`src/inc/src_pkg.sv`:
```
// Constants and types for the serial real-time clock core
package src_pkg;
  localparam int         CLK_PERIOD_NS  = 25;
  localparam int         OSC_HALT_NS    = 100000;
  localparam int         OSC_HALT_CYC   = (OSC_HALT_NS + CLK_PERIOD_NS - 1) / CLK_PERIOD_NS;
  localparam int         HALT_W         = 12;
  localparam int         XTAL_EDGES_SEC = 32768;
  localparam int         ASYNC_W        = 6;
  localparam int         ADDR_W         = 12;
  localparam int         REG_NUM        = 14;
  // Byte address of a register is four times its index
  localparam logic [3:0] IDX_SEC        = 4'h0;
  localparam logic [3:0] IDX_MIN        = 4'h1;
  localparam logic [3:0] IDX_HOUR       = 4'h2;
  localparam logic [3:0] IDX_WDAY       = 4'h3;
  localparam logic [3:0] IDX_DAY        = 4'h4;
  localparam logic [3:0] IDX_MON        = 4'h5;
  localparam logic [3:0] IDX_YEAR       = 4'h6;
  localparam logic [3:0] IDX_ADJ        = 4'h7;
  localparam logic [3:0] IDX_AWMIN      = 4'h8;
  localparam logic [3:0] IDX_AWHOUR     = 4'h9;
  localparam logic [3:0] IDX_AWDAYS     = 4'hA;
  localparam logic [3:0] IDX_ADMIN      = 4'hB;
  localparam logic [3:0] IDX_ADHOUR     = 4'hC;
  localparam logic [3:0] IDX_CTRL       = 4'hD;
  localparam logic [3:0] IDX_STS        = 4'hE;
  localparam logic [3:0] IDX_MASK       = 4'hF;
  localparam int         CTL_H24        = 3;
  localparam int         CTL_IHALT      = 4;
  localparam int         CTL_SCOFF      = 5;
  localparam int         CTL_THR        = 6;
  localparam int         ST_AW          = 0;
  localparam int         ST_AD          = 1;
  localparam int         ST_PER         = 2;
  localparam int         ST_OSC         = 3;
  localparam int         ST_SUP         = 4;
  localparam int         HR_PM_BIT      = 5;
  localparam int         CMD_RD_BIT     = 7;
  localparam logic [7:0] STS_RST        = 8'h08;
  localparam logic [7:0] MASK_RST       = 8'h00;
  localparam logic [7:0] REG_RST [0:REG_NUM-1] = '{8'h00, 8'h00, 8'h00, 8'h00, 8'h01,
    8'h01, 8'h00, 8'h00, 8'h00, 8'h00, 8'h00, 8'h00, 8'h00, 8'h08};
  localparam logic [7:0] BCD_59         = 8'h59;
  localparam logic [7:0] HR_23          = 8'h23;
  localparam logic [4:0] HR12_ONE       = 5'h01;
  localparam logic [4:0] HR12_LAST      = 5'h11;
  localparam logic [4:0] HR12_TOP       = 5'h12;
  localparam logic [7:0] FIRST_BCD      = 8'h01;
  localparam logic [7:0] WDAY_MAX       = 8'h06;
  localparam logic [7:0] MON_FEB        = 8'h02;
  localparam logic [7:0] MON_APR        = 8'h04;
  localparam logic [7:0] MON_JUN        = 8'h06;
  localparam logic [7:0] MON_SEP        = 8'h09;
  localparam logic [7:0] MON_NOV        = 8'h11;
  localparam logic [7:0] MON_MAX        = 8'h12;
  localparam logic [7:0] YR_MAX         = 8'h99;
  localparam logic [7:0] DAYS_28        = 8'h28;
  localparam logic [7:0] DAYS_29        = 8'h29;
  localparam logic [7:0] DAYS_30        = 8'h30;
  localparam logic [7:0] DAYS_31        = 8'h31;

  typedef enum logic [2:0] {
    PER_OFF   = 3'b000,
    PER_HALF  = 3'b001,
    PER_SEC   = 3'b010,
    PER_MIN   = 3'b011,
    PER_HOUR  = 3'b100,
    PER_DAY   = 3'b101,
    PER_MONTH = 3'b110,
    PER_NONE  = 3'b111
  } src_period_t;

  typedef enum logic [1:0] {
    LK_IDLE = 2'b00,
    LK_CMD  = 2'b01,
    LK_WR   = 2'b10,
    LK_RD   = 2'b11
  } src_link_t;
endpackage

```
`src/verilog/src_rtc_core.sv`:
```
// Serial real-time clock core with APB register access
//
// Chosen here: the APB slave port and the register offsets.
`timescale 1ns/1ps
module src_rtc_core #(
  parameter bit SLOW_CLK_CTRL = 1'b1,
  parameter int PRE_SEC       = src_pkg::XTAL_EDGES_SEC
) (
  input  logic                        clk,
  input  logic                        rst_n,
  input  logic                        clkEn,
  input  logic [src_pkg::ADDR_W-1:0]  paddr,
  input  logic                        psel,
  input  logic                        penable,
  input  logic                        pwrite,
  input  logic [31:0]                 pwdata,
  output logic [31:0]                 prdata,
  output logic                        pready,
  output logic                        pslverr,
  output logic                        irq,
  input  logic                        ceIn,
  input  logic                        sclkIn,
  input  logic                        siIn,
  output logic                        soOut,
  output logic                        soOeN,
  input  logic                        xtalIn,
  input  logic                        belowHiIn,
  input  logic                        belowLoIn,
  output logic                        irq_out_n,
  output logic                        irqOeN,
  output logic                        slow_clock_out,
  output logic                        slowOeN
);
  import src_pkg::*;

  logic [ASYNC_W-1:0] asyncIn;
  logic [ASYNC_W-1:0] syncA_r;
  logic [ASYNC_W-1:0] syncB_r;
  logic               ceS, sclkS, siS, xtalS, hiS, loS;
  logic               sclkD_r, xtalD_r;
  logic               sclkRise, sclkFall, xtalRise;
  logic [7:0]         regs_r [0:REG_NUM-1];
  logic [7:0]         sts_r, mask_r, stsClr, evtVec;
  logic [7:0]         tSec, tMin, tHr, tWd, tDay, tMon, tYr, tAdj, ctrl;
  logic [7:0]         secN, minN, hrN, wdN, dayN, monN, yrN, dim;
  logic [4:0]         hr12;
  logic               cSec, cMin, cHr, cDay, cMon, leap;
  logic               hour24, intHalt, scOff, thrSel;
  src_period_t        perSel;
  logic [15:0]        preCnt_r, secLast, halfLast;
  logic               secTick, halfTick, perEvt;
  logic               evtMin, evtHour, evtDay, evtMon;
  logic               almChk_r, matchW, matchD;
  logic [HALT_W-1:0]  haltCnt_r;
  logic               haltEvt, supEvt;
  src_link_t          linkSt_r;
  logic [2:0]         bitCnt_r;
  logic [7:0]         shIn_r, shOut_r, rxByte;
  logic [3:0]         linkIdx_r, apbIdx;
  logic               byteDone, lkWe;
  logic               mapped, apbAcc, apbWe;
  logic               pready_r, pslverr_r, irq_r;
  logic [31:0]        prdata_r;
  logic               soOut_r, soOeN_r, irqOeN_r, slowOeN_r, irqPin_r, slowPin_r;

  function automatic logic [7:0] bcdInc(input logic [7:0] v);
    if (v[3:0] == 4'h9) bcdInc = {v[7:4] + 4'h1, 4'h0};
    else bcdInc = {v[7:4], v[3:0] + 4'h1};
  endfunction

  function automatic logic [7:0] rdReg(input logic [3:0] idx);
    if (idx == IDX_STS) rdReg = sts_r;
    else if (idx == IDX_MASK) rdReg = mask_r;
    else rdReg = regs_r[idx];
  endfunction

  // Pins from outside the clock domain pass two flops first
  assign asyncIn = {belowLoIn, belowHiIn, xtalIn, siIn, sclkIn, ceIn};
  assign {loS, hiS, xtalS, siS, sclkS, ceS} = syncB_r;
  assign sclkRise = sclkS && !sclkD_r;
  assign sclkFall = !sclkS && sclkD_r;
  assign xtalRise = xtalS && !xtalD_r;

  always_ff @(posedge clk) begin
    if (!rst_n) begin
      // Low reset value stands in for the select pull-down
      syncA_r <= '0;
      syncB_r <= '0;
      sclkD_r <= 1'b0;
      xtalD_r <= 1'b0;
    end else if (clkEn) begin
      syncA_r <= asyncIn;
      syncB_r <= syncA_r;
      sclkD_r <= sclkS;
      xtalD_r <= xtalS;
    end
  end

  assign tSec    = regs_r[IDX_SEC];
  assign tMin    = regs_r[IDX_MIN];
  assign tHr     = regs_r[IDX_HOUR];
  assign tWd     = regs_r[IDX_WDAY];
  assign tDay    = regs_r[IDX_DAY];
  assign tMon    = regs_r[IDX_MON];
  assign tYr     = regs_r[IDX_YEAR];
  assign tAdj    = regs_r[IDX_ADJ];
  assign ctrl    = regs_r[IDX_CTRL];
  assign perSel  = src_period_t'(ctrl[2:0]);
  assign hour24  = ctrl[CTL_H24];
  assign intHalt = ctrl[CTL_IHALT];
  assign scOff   = ctrl[CTL_SCOFF];
  assign thrSel  = ctrl[CTL_THR];
  assign hr12    = tHr[4:0];

  // Every year divisible by four is leap within 2000-2099
  assign leap = tYr[4] ? (tYr[3:0] == 4'h2 || tYr[3:0] == 4'h6)
                       : (tYr[3:0] == 4'h0 || tYr[3:0] == 4'h4 || tYr[3:0] == 4'h8);

  always_comb begin
    if (tMon == MON_FEB) begin
      dim = leap ? DAYS_29 : DAYS_28;
    end else if (tMon == MON_APR || tMon == MON_JUN || tMon == MON_SEP || tMon == MON_NOV) begin
      dim = DAYS_30;
    end else begin
      dim = DAYS_31;
    end
  end

  // BCD carry chain, evaluated on each second tick
  always_comb begin
    cSec = (tSec == BCD_59);
    secN = cSec ? 8'h00 : bcdInc(tSec);
    cMin = cSec && (tMin == BCD_59);
    minN = !cSec ? tMin : (cMin ? 8'h00 : bcdInc(tMin));
    if (hour24) begin
      cHr = cMin && (tHr == HR_23);
      hrN = !cMin ? tHr : (cHr ? 8'h00 : bcdInc(tHr));
    end else begin
      // Twelve-hour form keeps AM/PM in its own bit
      cHr = cMin && tHr[HR_PM_BIT] && (hr12 == HR12_LAST);
      hrN = tHr;
      if (cMin) begin
        if (hr12 == HR12_TOP) hrN = {tHr[7:5], HR12_ONE};
        else if (hr12 == HR12_LAST) hrN = {tHr[7:6], !tHr[HR_PM_BIT], HR12_TOP};
        else hrN = bcdInc(tHr);
      end
    end
    cDay = cHr && (tDay == dim);
    dayN = !cHr ? tDay : (cDay ? FIRST_BCD : bcdInc(tDay));
    wdN  = !cHr ? tWd : ((tWd == WDAY_MAX) ? 8'h00 : tWd + 8'h01);
    cMon = cDay && (tMon == MON_MAX);
    monN = !cDay ? tMon : (cMon ? FIRST_BCD : bcdInc(tMon));
    yrN  = !cMon ? tYr : ((tYr == YR_MAX) ? 8'h00 : bcdInc(tYr));
  end

  // Signed correction shortens or stretches each second
  assign secLast  = 16'(PRE_SEC - 1) - {{9{tAdj[6]}}, tAdj[6:0]};
  assign halfLast = 16'(PRE_SEC / 2 - 1);
  assign secTick  = xtalRise && (preCnt_r >= secLast);
  assign halfTick = (xtalRise && (preCnt_r == halfLast)) || secTick;

  always_ff @(posedge clk) begin
    if (!rst_n) begin
      preCnt_r <= 16'h0000;
    end else if (clkEn && xtalRise) begin
      preCnt_r <= secTick ? 16'h0000 : preCnt_r + 16'h0001;
    end
  end

  assign evtMin  = secTick && cSec;
  assign evtHour = secTick && cMin;
  assign evtDay  = secTick && cHr;
  assign evtMon  = secTick && cDay;

  always_comb begin
    unique case (perSel)
      PER_HALF:          perEvt = halfTick;
      PER_SEC:           perEvt = secTick;
      PER_MIN:           perEvt = evtMin;
      PER_HOUR:          perEvt = evtHour;
      PER_DAY:           perEvt = evtDay;
      PER_MONTH:         perEvt = evtMon;
      PER_OFF, PER_NONE: perEvt = 1'b0;
    endcase
  end

  // Alarms compare one cycle after the minute rolls, on settled counters
  assign matchW = almChk_r && tMin == regs_r[IDX_AWMIN] && tHr == regs_r[IDX_AWHOUR]
                  && regs_r[IDX_AWDAYS][tWd[2:0]];
  assign matchD = almChk_r && tMin == regs_r[IDX_ADMIN] && tHr == regs_r[IDX_ADHOUR];

  assign haltEvt = (haltCnt_r == HALT_W'(OSC_HALT_CYC - 1));
  assign supEvt  = thrSel ? hiS : loS;

  always_ff @(posedge clk) begin
    if (!rst_n) begin
      almChk_r  <= 1'b0;
      haltCnt_r <= '0;
    end else if (clkEn) begin
      almChk_r <= evtMin;
      // Counter saturates, so a dead crystal keeps the flag asserted
      if (xtalRise) haltCnt_r <= '0;
      else if (!haltEvt) haltCnt_r <= haltCnt_r + HALT_W'(1);
    end
  end

  // APB slave: one wait state on every access
  assign mapped = (paddr[ADDR_W-1:6] == '0) && (paddr[1:0] == 2'b00);
  assign apbIdx = paddr[5:2];
  assign apbAcc = psel && penable;
  assign apbWe  = apbAcc && pready_r && pwrite && mapped;

  always_ff @(posedge clk) begin
    if (!rst_n) begin
      pready_r  <= 1'b0;
      pslverr_r <= 1'b0;
      prdata_r  <= '0;
    end else if (clkEn) begin
      pready_r <= apbAcc && !pready_r;
      if (apbAcc && !pready_r) begin
        prdata_r  <= (mapped && !pwrite) ? 32'(rdReg(apbIdx)) : '0;
        pslverr_r <= !mapped;
      end else begin
        pslverr_r <= 1'b0;
      end
    end
  end

  // Serial link
  assign rxByte   = {shIn_r[6:0], siS};
  assign byteDone = sclkRise && (bitCnt_r == 3'd7);
  assign lkWe     = ceS && (linkSt_r == LK_WR) && byteDone;

  always_ff @(posedge clk) begin
    if (!rst_n) begin
      linkSt_r  <= LK_IDLE;
      bitCnt_r  <= 3'd0;
      shIn_r    <= '0;
      shOut_r   <= '0;
      linkIdx_r <= '0;
      soOut_r   <= 1'b0;
      soOeN_r   <= 1'b1;
    end else if (clkEn) begin
      soOeN_r <= !(ceS && linkSt_r == LK_RD);
      if (!ceS) begin
        // Frame ends with select; edges outside it are ignored
        linkSt_r <= LK_IDLE;
        bitCnt_r <= 3'd0;
      end else begin
        if (sclkRise && linkSt_r != LK_IDLE) begin
          shIn_r   <= rxByte;
          bitCnt_r <= bitCnt_r + 3'd1;
        end
        unique case (linkSt_r)
          LK_IDLE: linkSt_r <= LK_CMD;
          LK_CMD: begin
            if (byteDone) begin
              linkSt_r  <= rxByte[CMD_RD_BIT] ? LK_RD : LK_WR;
              linkIdx_r <= rxByte[CMD_RD_BIT] ? rxByte[3:0] + 4'h1 : rxByte[3:0];
              shOut_r   <= rdReg(rxByte[3:0]);
            end
          end
          LK_WR: begin
            if (byteDone) linkIdx_r <= linkIdx_r + 4'h1;
          end
          LK_RD: begin
            if (byteDone) begin
              shOut_r   <= rdReg(linkIdx_r);
              linkIdx_r <= linkIdx_r + 4'h1;
            end else if (sclkFall) begin
              soOut_r <= shOut_r[7];
              shOut_r <= {shOut_r[6:0], 1'b0};
            end
          end
        endcase
      end
    end
  end

  // Link write wins over a same-cycle bus write to one register
  always_ff @(posedge clk) begin
    if (!rst_n) begin
      for (int i = 0; i < REG_NUM; i++) regs_r[i] <= REG_RST[i];
    end else if (clkEn) begin
      if (secTick) begin
        regs_r[IDX_SEC]  <= secN;
        regs_r[IDX_MIN]  <= minN;
        regs_r[IDX_HOUR] <= hrN;
        regs_r[IDX_WDAY] <= wdN;
        regs_r[IDX_DAY]  <= dayN;
        regs_r[IDX_MON]  <= monN;
        regs_r[IDX_YEAR] <= yrN;
      end
      if (apbWe && apbIdx < IDX_STS) regs_r[apbIdx] <= pwdata[7:0];
      if (lkWe && linkIdx_r < IDX_STS) regs_r[linkIdx_r] <= rxByte;
    end
  end

  assign evtVec = {3'b000, supEvt, haltEvt, perEvt, matchD, matchW};
  assign stsClr = ((apbWe && apbIdx == IDX_STS) ? pwdata[7:0] : 8'h00)
                | ((lkWe && linkIdx_r == IDX_STS) ? rxByte : 8'h00);

  always_ff @(posedge clk) begin
    if (!rst_n) begin
      sts_r  <= STS_RST;
      mask_r <= MASK_RST;
    end else if (clkEn) begin
      // Write one to clear; a new event in the same cycle wins
      sts_r <= (sts_r & ~stsClr) | evtVec;
      if (apbWe && apbIdx == IDX_MASK) mask_r <= pwdata[7:0];
      if (lkWe && linkIdx_r == IDX_MASK) mask_r <= rxByte;
    end
  end

  always_ff @(posedge clk) begin
    if (!rst_n) begin
      irq_r     <= 1'b0;
      irqOeN_r  <= 1'b1;
      slowOeN_r <= 1'b1;
      irqPin_r  <= 1'b0;
      slowPin_r <= 1'b0;
    end else if (clkEn) begin
      irq_r    <= |(sts_r & mask_r);
      irqOeN_r <= !((|(sts_r[2:0] & mask_r[2:0])) && !intHalt);
      // Fixed variant keeps the clock running whatever software sets
      slowOeN_r <= (SLOW_CLK_CTRL && scOff) ? 1'b1 : xtalS;
    end
  end

  assign prdata         = prdata_r;
  assign pready         = pready_r;
  assign pslverr        = pslverr_r;
  assign irq            = irq_r;
  assign soOut          = soOut_r;
  assign soOeN          = soOeN_r;
  assign irq_out_n      = irqPin_r;
  assign irqOeN         = irqOeN_r;
  assign slow_clock_out = slowPin_r;
  assign slowOeN        = slowOeN_r;
endmodule
```
`config.mk`:
```
export PLATFORM = sky130hd
export DESIGN_NAME = src_rtc_core
export DESIGN_NICKNAME = d
export VERILOG_FILES = /design/src/inc/src_pkg.sv /design/src/verilog/src_rtc_core.sv
export SDC_FILE = /design/constraint.sdc
export NUM_CORES = 1
export LEC_CHECK = 0
export ABC_AREA = 1
export BUFFER_PORTS_ARGS = -buffer_cell sky130_fd_sc_hd__buf_2
export CORE_MARGIN = 5
export CORE_UTILIZATION = 55
export CTS_BUF_LIST = sky130_fd_sc_hd__clkbuf_8
export DETAILED_ROUTE_END_ITERATION = 8
export PLACE_DENSITY = 0.73
export SKIP_LAST_GASP = 1
export SYNTH_ARGS = -nofsm -noshare
export SYNTH_HDL_FRONTEND = slang
export SYNTH_SLANG_ARGS = --single-unit
```
`constraint.sdc`:
```
create_clock -name clk -period 2.9 [get_ports clk]
set_input_delay 0.725 -clock clk [delete_from_list [all_inputs] [get_ports clk]]
set_output_delay 0.725 -clock clk [all_outputs]
set_load 0.01 [all_outputs]
```
==> impl_metrics.tcl, run 1 <==
set metrics [dict create \
    powerDensity_nw_per_um2 415.6 \
    synth_area_leaders "edfxtp_1, dfxtp_1, nand2_1" \
    rows 64 \
    start_util 0.5610 \
    ant_nets 0 \
    synth_common_cells "nand2_1, o21ai_0, inv_1" \
    syn2layout_area_growth_pct 13.85 \
    criticalPathCategory "flop to flop" \
    clk_latency_ps 610 \
    crit_path_end_kind "flop" \
    cts-hold-fix-buffers 0 \
    worst_pin_slew_ps 1044 \
    dr.pass1.iters 6 \
    numCtsBuffers 43 \
    synth_top_area_frac 0.2228 \
    dpl.hpwl_um 57180 \
    synth_fa_ha_area_frac 0.03336 \
    yosysWarnings 0 \
    vias_per_cell 6.406 \
    port_buffers 46 \
    vias 19530 \
    skew_ps 30.85 \
    cp_max_fo 4 \
    min_path_type "input port to flop" \
    drive_above_1_share 0.1300 \
    synth_most_common_cell "nand2_1" \
    slew_headroom 0.3030 \
    num_antenna_cells 0 \
    cp.arrival_ps 3190 \
    num-nets-final 2722 \
    core_um2 30750 \
    synthSimpleGateAreaFrac 0.2661 \
    ys_seq_area_frac 0.3412 \
    synth.distinct_cells 55 \
    fmax_ghz 0.3469 \
    ctsRootBufferMaster "clkbuf_8" \
    period_minus_slack_ps 2882 \
    routedWlPerCell_um 25.54 \
    routed_wl_um 77880 \
    synth_top_family_by_area "simple AND/OR/NAND/NOR gates" \
    grt_usage 0.4311 \
    die-area_um2 35010 \
    start_kind "flop" \
    grt_max_degree 127 \
    die_w_um 187.1 \
    rsz0062_at_grt "no" \
    fin_util 0.6387 \
    tns_ps 0 \
    finalHoldViolCount 0 \
    grt_pass1_vias 18000 \
    grt_pass1_wl_um 114800 \
    gp_congestion 1.090 \
    synth_xor_area_frac 0.02132 \
    avgSynthCellArea_um2 6.895 \
    setup_viol 0 \
    synth_compound_area_frac 0.2321 \
    p_leak_uw 0.008081 \
    status "completed" \
    yosysTopAreaCell "edfxtp_1" \
    vdd_drop_max_mv 0.3729 \
    maxSlewViolCount 0 \
    synthMuxAreaShare 0.001306 \
    clkSinkCount 230 \
    cts_buffer_depth 3 \
    pin_count 97 \
    die-height_um 187.1 \
    antenna_found_initial 1 \
    drt-initial-drc-count 3040 \
    path_clk_slew_ps 60 \
    cp.required_ps 3210 \
    overflow 0 \
    ys_seq_elements 230 \
    maxCapViolations 0 \
    cts_max_level 2 \
    ys_async_sr_fraction 0 \
    finalCritPeriodShare 0.9939 \
    netlist_area_um2 17250 \
    synth_flop_cell "edfxtp_1" \
    cts_tree "built" \
    drc 0 \
    synth_edf_count 128 \
    synth_cells 2502 \
]
flip-flops by register name, indices dropped and copies added (netlist names), 7 cells and up, named ones only:
register   cells
preCnt_r      16
haltCnt_r     12
shOut_r        8
mask_r         8
prdata         8
sts_r          8
regs_r       128
shIn_r         7
worst paths after layout:
path / startpoint / cells past startpoint / endpoint / slack [ps]
setup / recovery: regs_r[0][1] / 13 / regs_r[4][7] / 20
hold / removal: xtalIn / 3 / syncA_r[3] / 350
hold reg to reg: almChk_r / 2 / almChk_r / 470
setup reg to reg: regs_r[0][1] / 13 / regs_r[4][7] / 20
logic make-up after synthesis:
kind of cell	Yosys count
AOI/OAI and AO/OA	715
muxes	2
and+or+nand+nor	1036
buffers and inverters	430
adders and majority gates	46
other	1
xor gates and xnor gates	42
DFF	230
final cells by class:
| cell class | count | area [um^2] |
|---|---|---|
| inverters | 271 | 1017 |
| repair buffers | 207 | 1577 |
| clock buffers | 49 | 674.4 |
| flip-flops and latches | 230 | 5896 |
| multi-input cells | 1867 | 9688 |
| fillers | 2827 | 11110 |
| well taps | 396 | 495.5 |
| clock inverters | 29 | 292.8 |
layout by cell type, fill, tap and decap left out, types with 3 or more instances in the layout:
cell / count
nand2_2: 8
o21ai_1: 18
nand3_4: 7
nand2_1: 495
dfxtp_1: 98
nand3b_1: 3
conb_1: 26
clkbuf_8: 49
nand3_2: 7
inv_1: 260
clkinv_2: 8
nor4_1: 4
o211ai_1: 81
nor2_2: 13
clkinv_1: 9
buf_12: 11
o21a_1: 6
bufinv_16: 6
a211oi_1: 8
buf_2: 46
a21oi_1: 213
nor2_4: 6
a22oi_1: 18
xnor2_1: 10
nor2_1: 207
a31oi_1: 16
o21ai_0: 286
inv_2: 13
nor3_1: 31
o2111ai_1: 6
xor2_1: 32
buf_4: 150
nand4_1: 27
nand3_1: 215
o22ai_1: 52
ha_1: 46
edfxtp_1: 128
through the flow:
stage	worst slack (ps)	hold slack, ps	area, um^2	power [uW]	std cells
after floorplan	459.5	428.9	17340	4121	2527
after global placement	76.23	442.8	18640	4504	2970
after detailed placement	-0.9652	454.3	18640	4516	2970
after CTS	19.84	336.6	19610	8099	3049
after global routing	5.544	335.9	19640	8358	3049
final	17.65	351.4	19640	8162	3049
metal layers:
layer	up-vias	global-route usage	share of wire
li1	8779	-	-
met4	2	0.2253	0.066
met1	8952	0.5825	0.37
met2	1493	0.6199	0.41
met5	-	0	0.00019
met3	306	0.1334	0.16
critical path, cell delays in order, from the launching register on:
cell and delay, ps:
edfxtp_1 380, inv_1 170, ha_1 220, nand3_2 100
nor2_2 200, nand2_1 90, nor2_2 250, nand2_1 230
nor2_2 190, nand3_2 190, nand2_1 160, nor3_1 60
a21oi_1 180, buf_4 170
repair_timing:
item / in CTS / in global routing
gates resized for setup: 0 / 9
buffers inserted: 1 / 0
endpoints found under the setup margin: 24 / 51
power breakdown:
| group | internal, uW | switching, uW |
|---|---|---|
| Sequential | 3510 | 95.3 |
| Clock | 2100 | 1560 |
| Combinational | 260 | 646 |
(Power assumes the default switching activity.)
==> run 2, diff against run 1 <==
- ABC_AREA: 1 -> unset
- MAX_ROUTING_LAYER: unset -> met4
==> run 2 against run 1 <==
  * The flow now finishes with violations (negative setup slack)
  * Routed wire length fell by 19%
  * Fmax fell by 0.87%
  * Synthesized cell count fell by 36%
  * Count of clock-buffer cells in the layout fell by 1
  * Combinational power fell by 12%
  * Register-to-register slack got worse by 30 ps
  * Hold slack improved by 61 ps
  * Non-clock buffer count rose by 28
  * Clock power fell by 14%
  * Global-route usage fell by 5.1 points
  * First-iteration DRC count fell by 33%
  * Sequential share of layout area rose by 0.62 points
  * Critical endpoint is now regs_r[6][5]
  * Largest cell class unchanged
==> impl_metrics.tcl, run 2 <==
set metrics [dict create \
    core_um2 29720 \
    ys_seq_elements 230 \
    overflow 0 \
    p_leak_uw 0.007265 \
    p_sw_uw 2082 \
    finalCritPeriodShare 1.003 \
    maxSlewViolCount 0 \
    cts_tree "built" \
    dpl.hpwl_um 45570 \
    ctsRootBufferMaster "clkbuf_8" \
    netlist_area_um2 16560 \
    cp.required_ps 3280 \
    pwr-share-comb 0.106 \
    drt-initial-drc-count 2025 \
    antenna_found_initial 2 \
    vdd_drop_max_mv 0.3570 \
    vias_per_cell 6.971 \
    ant_nets 0 \
    cts_max_level 2 \
    crit_chain "buf_6 -> inv_1 -> ha_1 -> nand4_1 -> nor2_1 -> nand3_1 -> o21ai_2 -> buf_4 -> nand2_1 -> buf_4 -> buf_4 -> or3_1 -> a31oi_1" \
    wl_met1_um 23510 \
    fin_ws_ps -7.723 \
    cts_buffer_depth 3 \
    crit_path_end_kind "flop" \
    swShare 0.2762 \
    place_ws_ps -222.9 \
    slowest_stage "or3_1" \
    fill_cells 2420 \
    synth.distinct_cells 84 \
    synth_flop_cell "edfxtp_1" \
    dr.pass1.iters 5 \
    routed_wl_um 63370 \
    gp_congestion 1.082 \
    clkSinkCount 230 \
    grt_pass1_wl_um 92990 \
    topRoutingLayerUsed "met4" \
    yosysTopAreaCell "edfxtp_1" \
    pin_count 97 \
    num-nets-final 1842 \
    avgSynthCellArea_um2 10.30 \
    die-height_um 183.5 \
    ys_seq_area_frac 0.3554 \
    wl_met2_um 27370 \
    synth_area_leaders "edfxtp_1, mux4_2, dfxtp_1" \
    cts-hold-fix-buffers 0 \
    synth_cells 1607 \
    slew_headroom 0.4464 \
    layout_commonest_cell "buf_4" \
    tns_ps -7.723 \
    vias 15130 \
    drc 0 \
    synth_top_area_frac 0.2321 \
    path_clk_slew_ps 60 \
    die-area_um2 33680 \
    slowest_delay_ps 360 \
    synth_common_cells "edfxtp_1, nor2_1, mux4_2" \
    final_cell_mix "buf_4, edfxtp_1, nor2_1" \
    cp_max_fo 11 \
    drive_above_1_share 0.2762 \
    clk_latency_ps 580 \
    powerDensity_nw_per_um2 391.8 \
    ys_async_sr_fraction 0 \
    grt_max_degree 56 \
    setup_viol 1 \
    yosysWarnings 0 \
    worst_pin_slew_ps 829.3 \
    status "finished with violations" \
    die_w_um 183.5 \
    largest_reg_flops 128 \
    start_util 0.5572 \
    cp.arrival_ps 3290 \
    rsz0062_at_grt "yes" \
    start_kind "flop" \
    synth_most_common_cell "edfxtp_1" \
    period_minus_slack_ps 2908 \
    numCtsBuffers 43 \
    routedWlPerCell_um 29.20 \
    reg_top3 "regs_r: 128 flops, preCnt_r: 16 flops, haltCnt_r: 12 flops" \
    skew_ps 19.44 \
    fin_hold_ws_ps 412.4 \
    seqPwrFrac 0.477 \
    crit_buf_inv 5 \
    internal_power_uw 5455 \
    crit_top_cell "buf_4" \
    rows 63 \
    crit_family "simple AND/OR/NAND/NOR gates" \
    grt_pass1_vias 14520 \
    criticalPathCategory "flop to flop" \
    finalHoldViolCount 0 \
    fmax_ghz 0.3439 \
    violations "negative setup slack" \
    grt_usage 0.3799 \
    port_buffers 46 \
    top_register "regs_r" \
    syn2layout_area_growth_pct 16.16 \
    clkPwrFrac 0.417 \
    maxCapViolations 0 \
    min_path_type "input port to flop" \
    synth_edf_count 128 \
    routed-wl-met3_um 8740 \
]
[run 2: cell types whose count changed after synthesis, sizes merged, moves of 111 or more]
cell,previous run,this run
nand2,504,98
o21ai,304,71
inv,266,28
a21oi,213,88
nand3,229,50
mux4,0,111
[run 2: final cells by class]
class                   count  area (um^2)  area share
multi-input cells        1201        10030      0.5216
flip-flops and latches    230         5893      0.3064
repair buffers            235         1861     0.09672
clock buffers              48        660.6     0.03434
well taps                 390        488.0     0.02537
clock inverters            31        176.4    0.009171
inverters                  29        108.9    0.005659
diodes                      6        15.01   0.0007805
[run 2: layer usage]
metal  vias up  GRT usage
li1       6402          -
met1      7373     0.4914
met2      1110     0.5474
met3       243     0.1124
met4         0     0.1850
met5         -          -
[run 2: worst paths after layout]
path	start	to	slack, ps	depth (start not counted)
worst max-delay path	regs_r[7][6]	regs_r[6][5]	-8	13
worst min-delay path	belowHiIn	syncA_r[4]	410	3
worst max register to register	regs_r[7][6]	regs_r[6][5]	-8	13
worst min register to register	prdata[3]	prdata[3]	450	2
[run 2: cells by family after synthesis]
logic type      after synthesis  synth area share
simple gates                493            0.1590
mux                         181            0.1943
compound gates              366            0.1554
buf+inv                     201           0.05380
fa+ha+maj                    46           0.03476
xor+xnor                     89           0.04707
flops                       230            0.3554
other cells                   1         0.0002265
[run 2: timing repair]
item | CTS | global route
pin swaps | 1 | 7
setup endpoints to repair | 75 | 129
gates resized for setup | 2 | 27
setup buffers | 1 | 7
[run 2: worst register-to-register path, delay by kind of cell (launching register included)]
| kind | cells | cell delay (ps) |
|---|---|---|
| compound gates | 2 | 420 |
| buf+inv | 5 | 700 |
| fa+ha+maj | 1 | 320 |
| simple gates | 5 | 930 |
| flops | 1 | 340 |
[run 2: power groups by stage]
| stage | clock network, uW | registers, uW | logic [uW] |
|---|---|---|---|
| 5_1_grt | 3300 | 3600 | 833 |
| 3_3_place_gp | 0 | 3660 | 753 |
| 2_1_floorplan | 0 | 3620 | 491 |
| 3_5_place_dp | 0 | 3660 | 759 |
| 4_1_cts | 3150 | 3590 | 765 |
| 6_report | 3140 | 3600 | 798 |
[run 2: metrics by stage]
| stage | util | area (um^2) | std cells | total power (uW) |
|---|---|---|---|---|
| 6_report | 0.6473 | 19240 | 2170 | 7538 |
| 4_1_cts | 0.6408 | 19040 | 2157 | 7507 |
| 3_3_place_gp | 0.6120 | 18190 | 2077 | 4408 |
| 3_5_place_dp | 0.6120 | 18190 | 2077 | 4418 |
| 2_1_floorplan | - | 16670 | 1632 | 4110 |
| 5_1_grt | 0.6470 | 19230 | 2166 | 7736 |
==> run 3, diff against run 2 <==
- CORE_UTILIZATION: 55 -> 45
- PLACE_DENSITY: 0.73 -> 0.62
- clock period: 2.9 -> 2.4 ns (I/O delays scaled with it)
==> run 3 against run 2 <==
  * The run still ends with negative setup slack left
  * Critical endpoint is now regs_r[6][0]
  * Largest cell class unchanged
  * Worst setup slack got worse by 390 ps
  * Die area increased by 21%
  * Flip-flop and latch count unchanged
  * Routed wire length increased by 2.2%
  * Core utilization decreased by 7.4 points
==> impl_metrics.tcl, run 3 (same netlist as run 2, synthesis figures left out) <==
set metrics [dict create \
    vias_per_cell 6.566 \
    rsz0062_at_grt "yes" \
    violations "negative setup slack" \
    maxSlewViolCount 0 \
    reg2reg_from "regs_r[7][6]" \
    drc 0 \
    vdd_drop_max_mv 0.3286 \
    whs_path_depth 3 \
    worst_pin_slew_ps 783.5 \
    grt_usage 0.3175 \
    p_leak_uw 0.008028 \
    setup_viol 127 \
    start_util 0.4545 \
    hp-start "sclkIn" \
    finalHoldViolCount 0 \
    cts_max_level 2 \
    slew_headroom 0.4777 \
    routedWlPerCell_um 27.37 \
    powerDensity_nw_per_um2 451.8 \
    crit_path_end_kind "flop" \
    status "finished with violations" \
    clkSinkCount 230 \
    vias 15530 \
    core_um2 36430 \
    cp.arrival_ps 3110 \
    cts-hold-fix-buffers 0 \
    dr.pass1.iters 6 \
    period_minus_slack_ps 2796 \
    antenna_found_initial 1 \
    rr_worst_depth 10 \
    layout_commonest_cell "buf_4" \
    fin_ws_ps -395.6 \
    criticalPathCategory "flop to flop" \
    grt_pass1_vias 14850 \
    finalCritPeriodShare 1.165 \
    final_cell_mix "buf_4, edfxtp_1, nor2_1" \
    drt-initial-drc-count 1963 \
    place_area_um2 19410 \
    r2r_setup_slack_ps -400 \
    grt_pass1_wl_um 95390 \
    rows 70 \
    die-area_um2 40740 \
    pin_count 97 \
    syn2layout_area_growth_pct 26.23 \
    path_clk_slew_ps 60 \
    top_register "regs_r" \
    min_path_type "input port to flop" \
    grt_max_degree 34 \
    fmax_ghz 0.3577 \
    numCtsBuffers 44 \
    rr_endpoint "regs_r[6][0]" \
    port_buffers 46 \
    largest_reg_flops 128 \
    clk_latency_ps 640 \
    cts_buffer_depth 3 \
    maxCapViolations 0 \
    gp_congestion 1.076 \
    reg_top3 "regs_r: 128 flops, preCnt_r: 16 flops, haltCnt_r: 12 flops" \
    ctsRootBufferMaster "clkbuf_8" \
    start_kind "flop" \
    num-nets-final 1964 \
    fill_cells 3086 \
    cp_max_fo 6 \
    hold-path-endpoint "syncA_r[1]" \
    stdcell_area_um2 20900 \
    overflow 0 \
    dpl.hpwl_um 47390 \
    die-height_um 201.8 \
    skew_ps 24.46 \
    routed_wl_um 64760 \
    place_ws_ps -515.5 \
    cp.required_ps 2710 \
    die_w_um 201.8 \
    ant_nets 0 \
    cts_tree "built" \
    drive_above_1_share 0.3548 \
]
## run 3: cell count changes in the layout (fill, tap and decap cells not counted), sizes merged, moves of 2 or more
| cell | previous run | this run |
|---|---|---|
| diode | 6 | 1 |
| buf | 235 | 355 |
| bufinv | 1 | 3 |
| clkinv | 14 | 12 |
## run 3: report_power, final
part	switching, uW	internal, uW
registers	97.4	4230
logic	609	456
clock network	1870	2180
## run 3: area by class of cell
cell class / instances / area [um^2] / share of cell area
multi-input cells: 1201 / 10520 / 0.5031
clock inverters: 33 / 232.7 / 0.01113
well taps: 468 / 585.6 / 0.02801
flip-flops and latches: 230 / 5896 / 0.2821
diodes: 1 / 2.502 / 0.0001197
repair buffers: 356 / 2895 / 0.1385
clock buffers: 48 / 660.6 / 0.03161
inverters: 29 / 113.9 / 0.005447
## run 3: how the worst max path moves through the flow
| stage | startpoint | endpoint | depth (start not counted) |
|---|---|---|---|
| 3_5_place_dp | regs_r[7][6] | regs_r[5][0] | 12 |
| 4_1_cts | regs_r[7][6] | regs_r[4][7] | 11 |
| 6_report | regs_r[7][6] | regs_r[6][0] | 10 |
| 3_3_place_gp | regs_r[7][6] | regs_r[6][0] | 10 |
| 2_1_floorplan | paddr[7] | regs_r[11][0] | 4 |
| 5_1_grt | regs_r[7][6] | regs_r[3][4] | 11 |
## run 3: critical path: stages, from the launching register on
cell	delay [ps]
edfxtp_1	430
buf_6	180
ha_4	230
a21oi_2	180
o21ai_2	100
a2111oi_4	410
o21ai_4	200
and2_4	260
buf_6	160
o21ai_1	70
a21o_1	250
## run 3: what timing repair did
item	CTS	global route
buffers inserted	3	7
gates cloned	1	2
setup endpoints to repair	207	227
pin swaps	9	27
gates resized for setup	27	66
## run 3: per-stage QoR
stage | util | hold slack, ps | power, uW | cells | setup TNS [ps]
detailed placement | 0.5326 | 442.0 | 5411 | 2272 | -78820
floorplan | - | 437.8 | 4983 | 1632 | -21790
global placement | 0.5326 | 433.5 | 5396 | 2272 | -72950
global route | 0.5737 | 240.8 | 9726 | 2366 | -45900
finish | 0.5737 | 237.1 | 9445 | 2366 | -32150
CTS | 0.5617 | 218.4 | 9444 | 2357 | -39320
## run 3: routing by layer
metal | share of wire | global-route usage | wire (um) | vias up
met3 | 0.11 | 0.07492 | 7219 | 229
met1 | 0.39 | 0.4144 | 25300 | 7633
met2 | 0.44 | 0.4641 | 28460 | 1030
met4 | 0.058 | 0.1614 | 3781 | 0
li1 | - | - | - | 6642
met5 | 0 | - | 0 | -
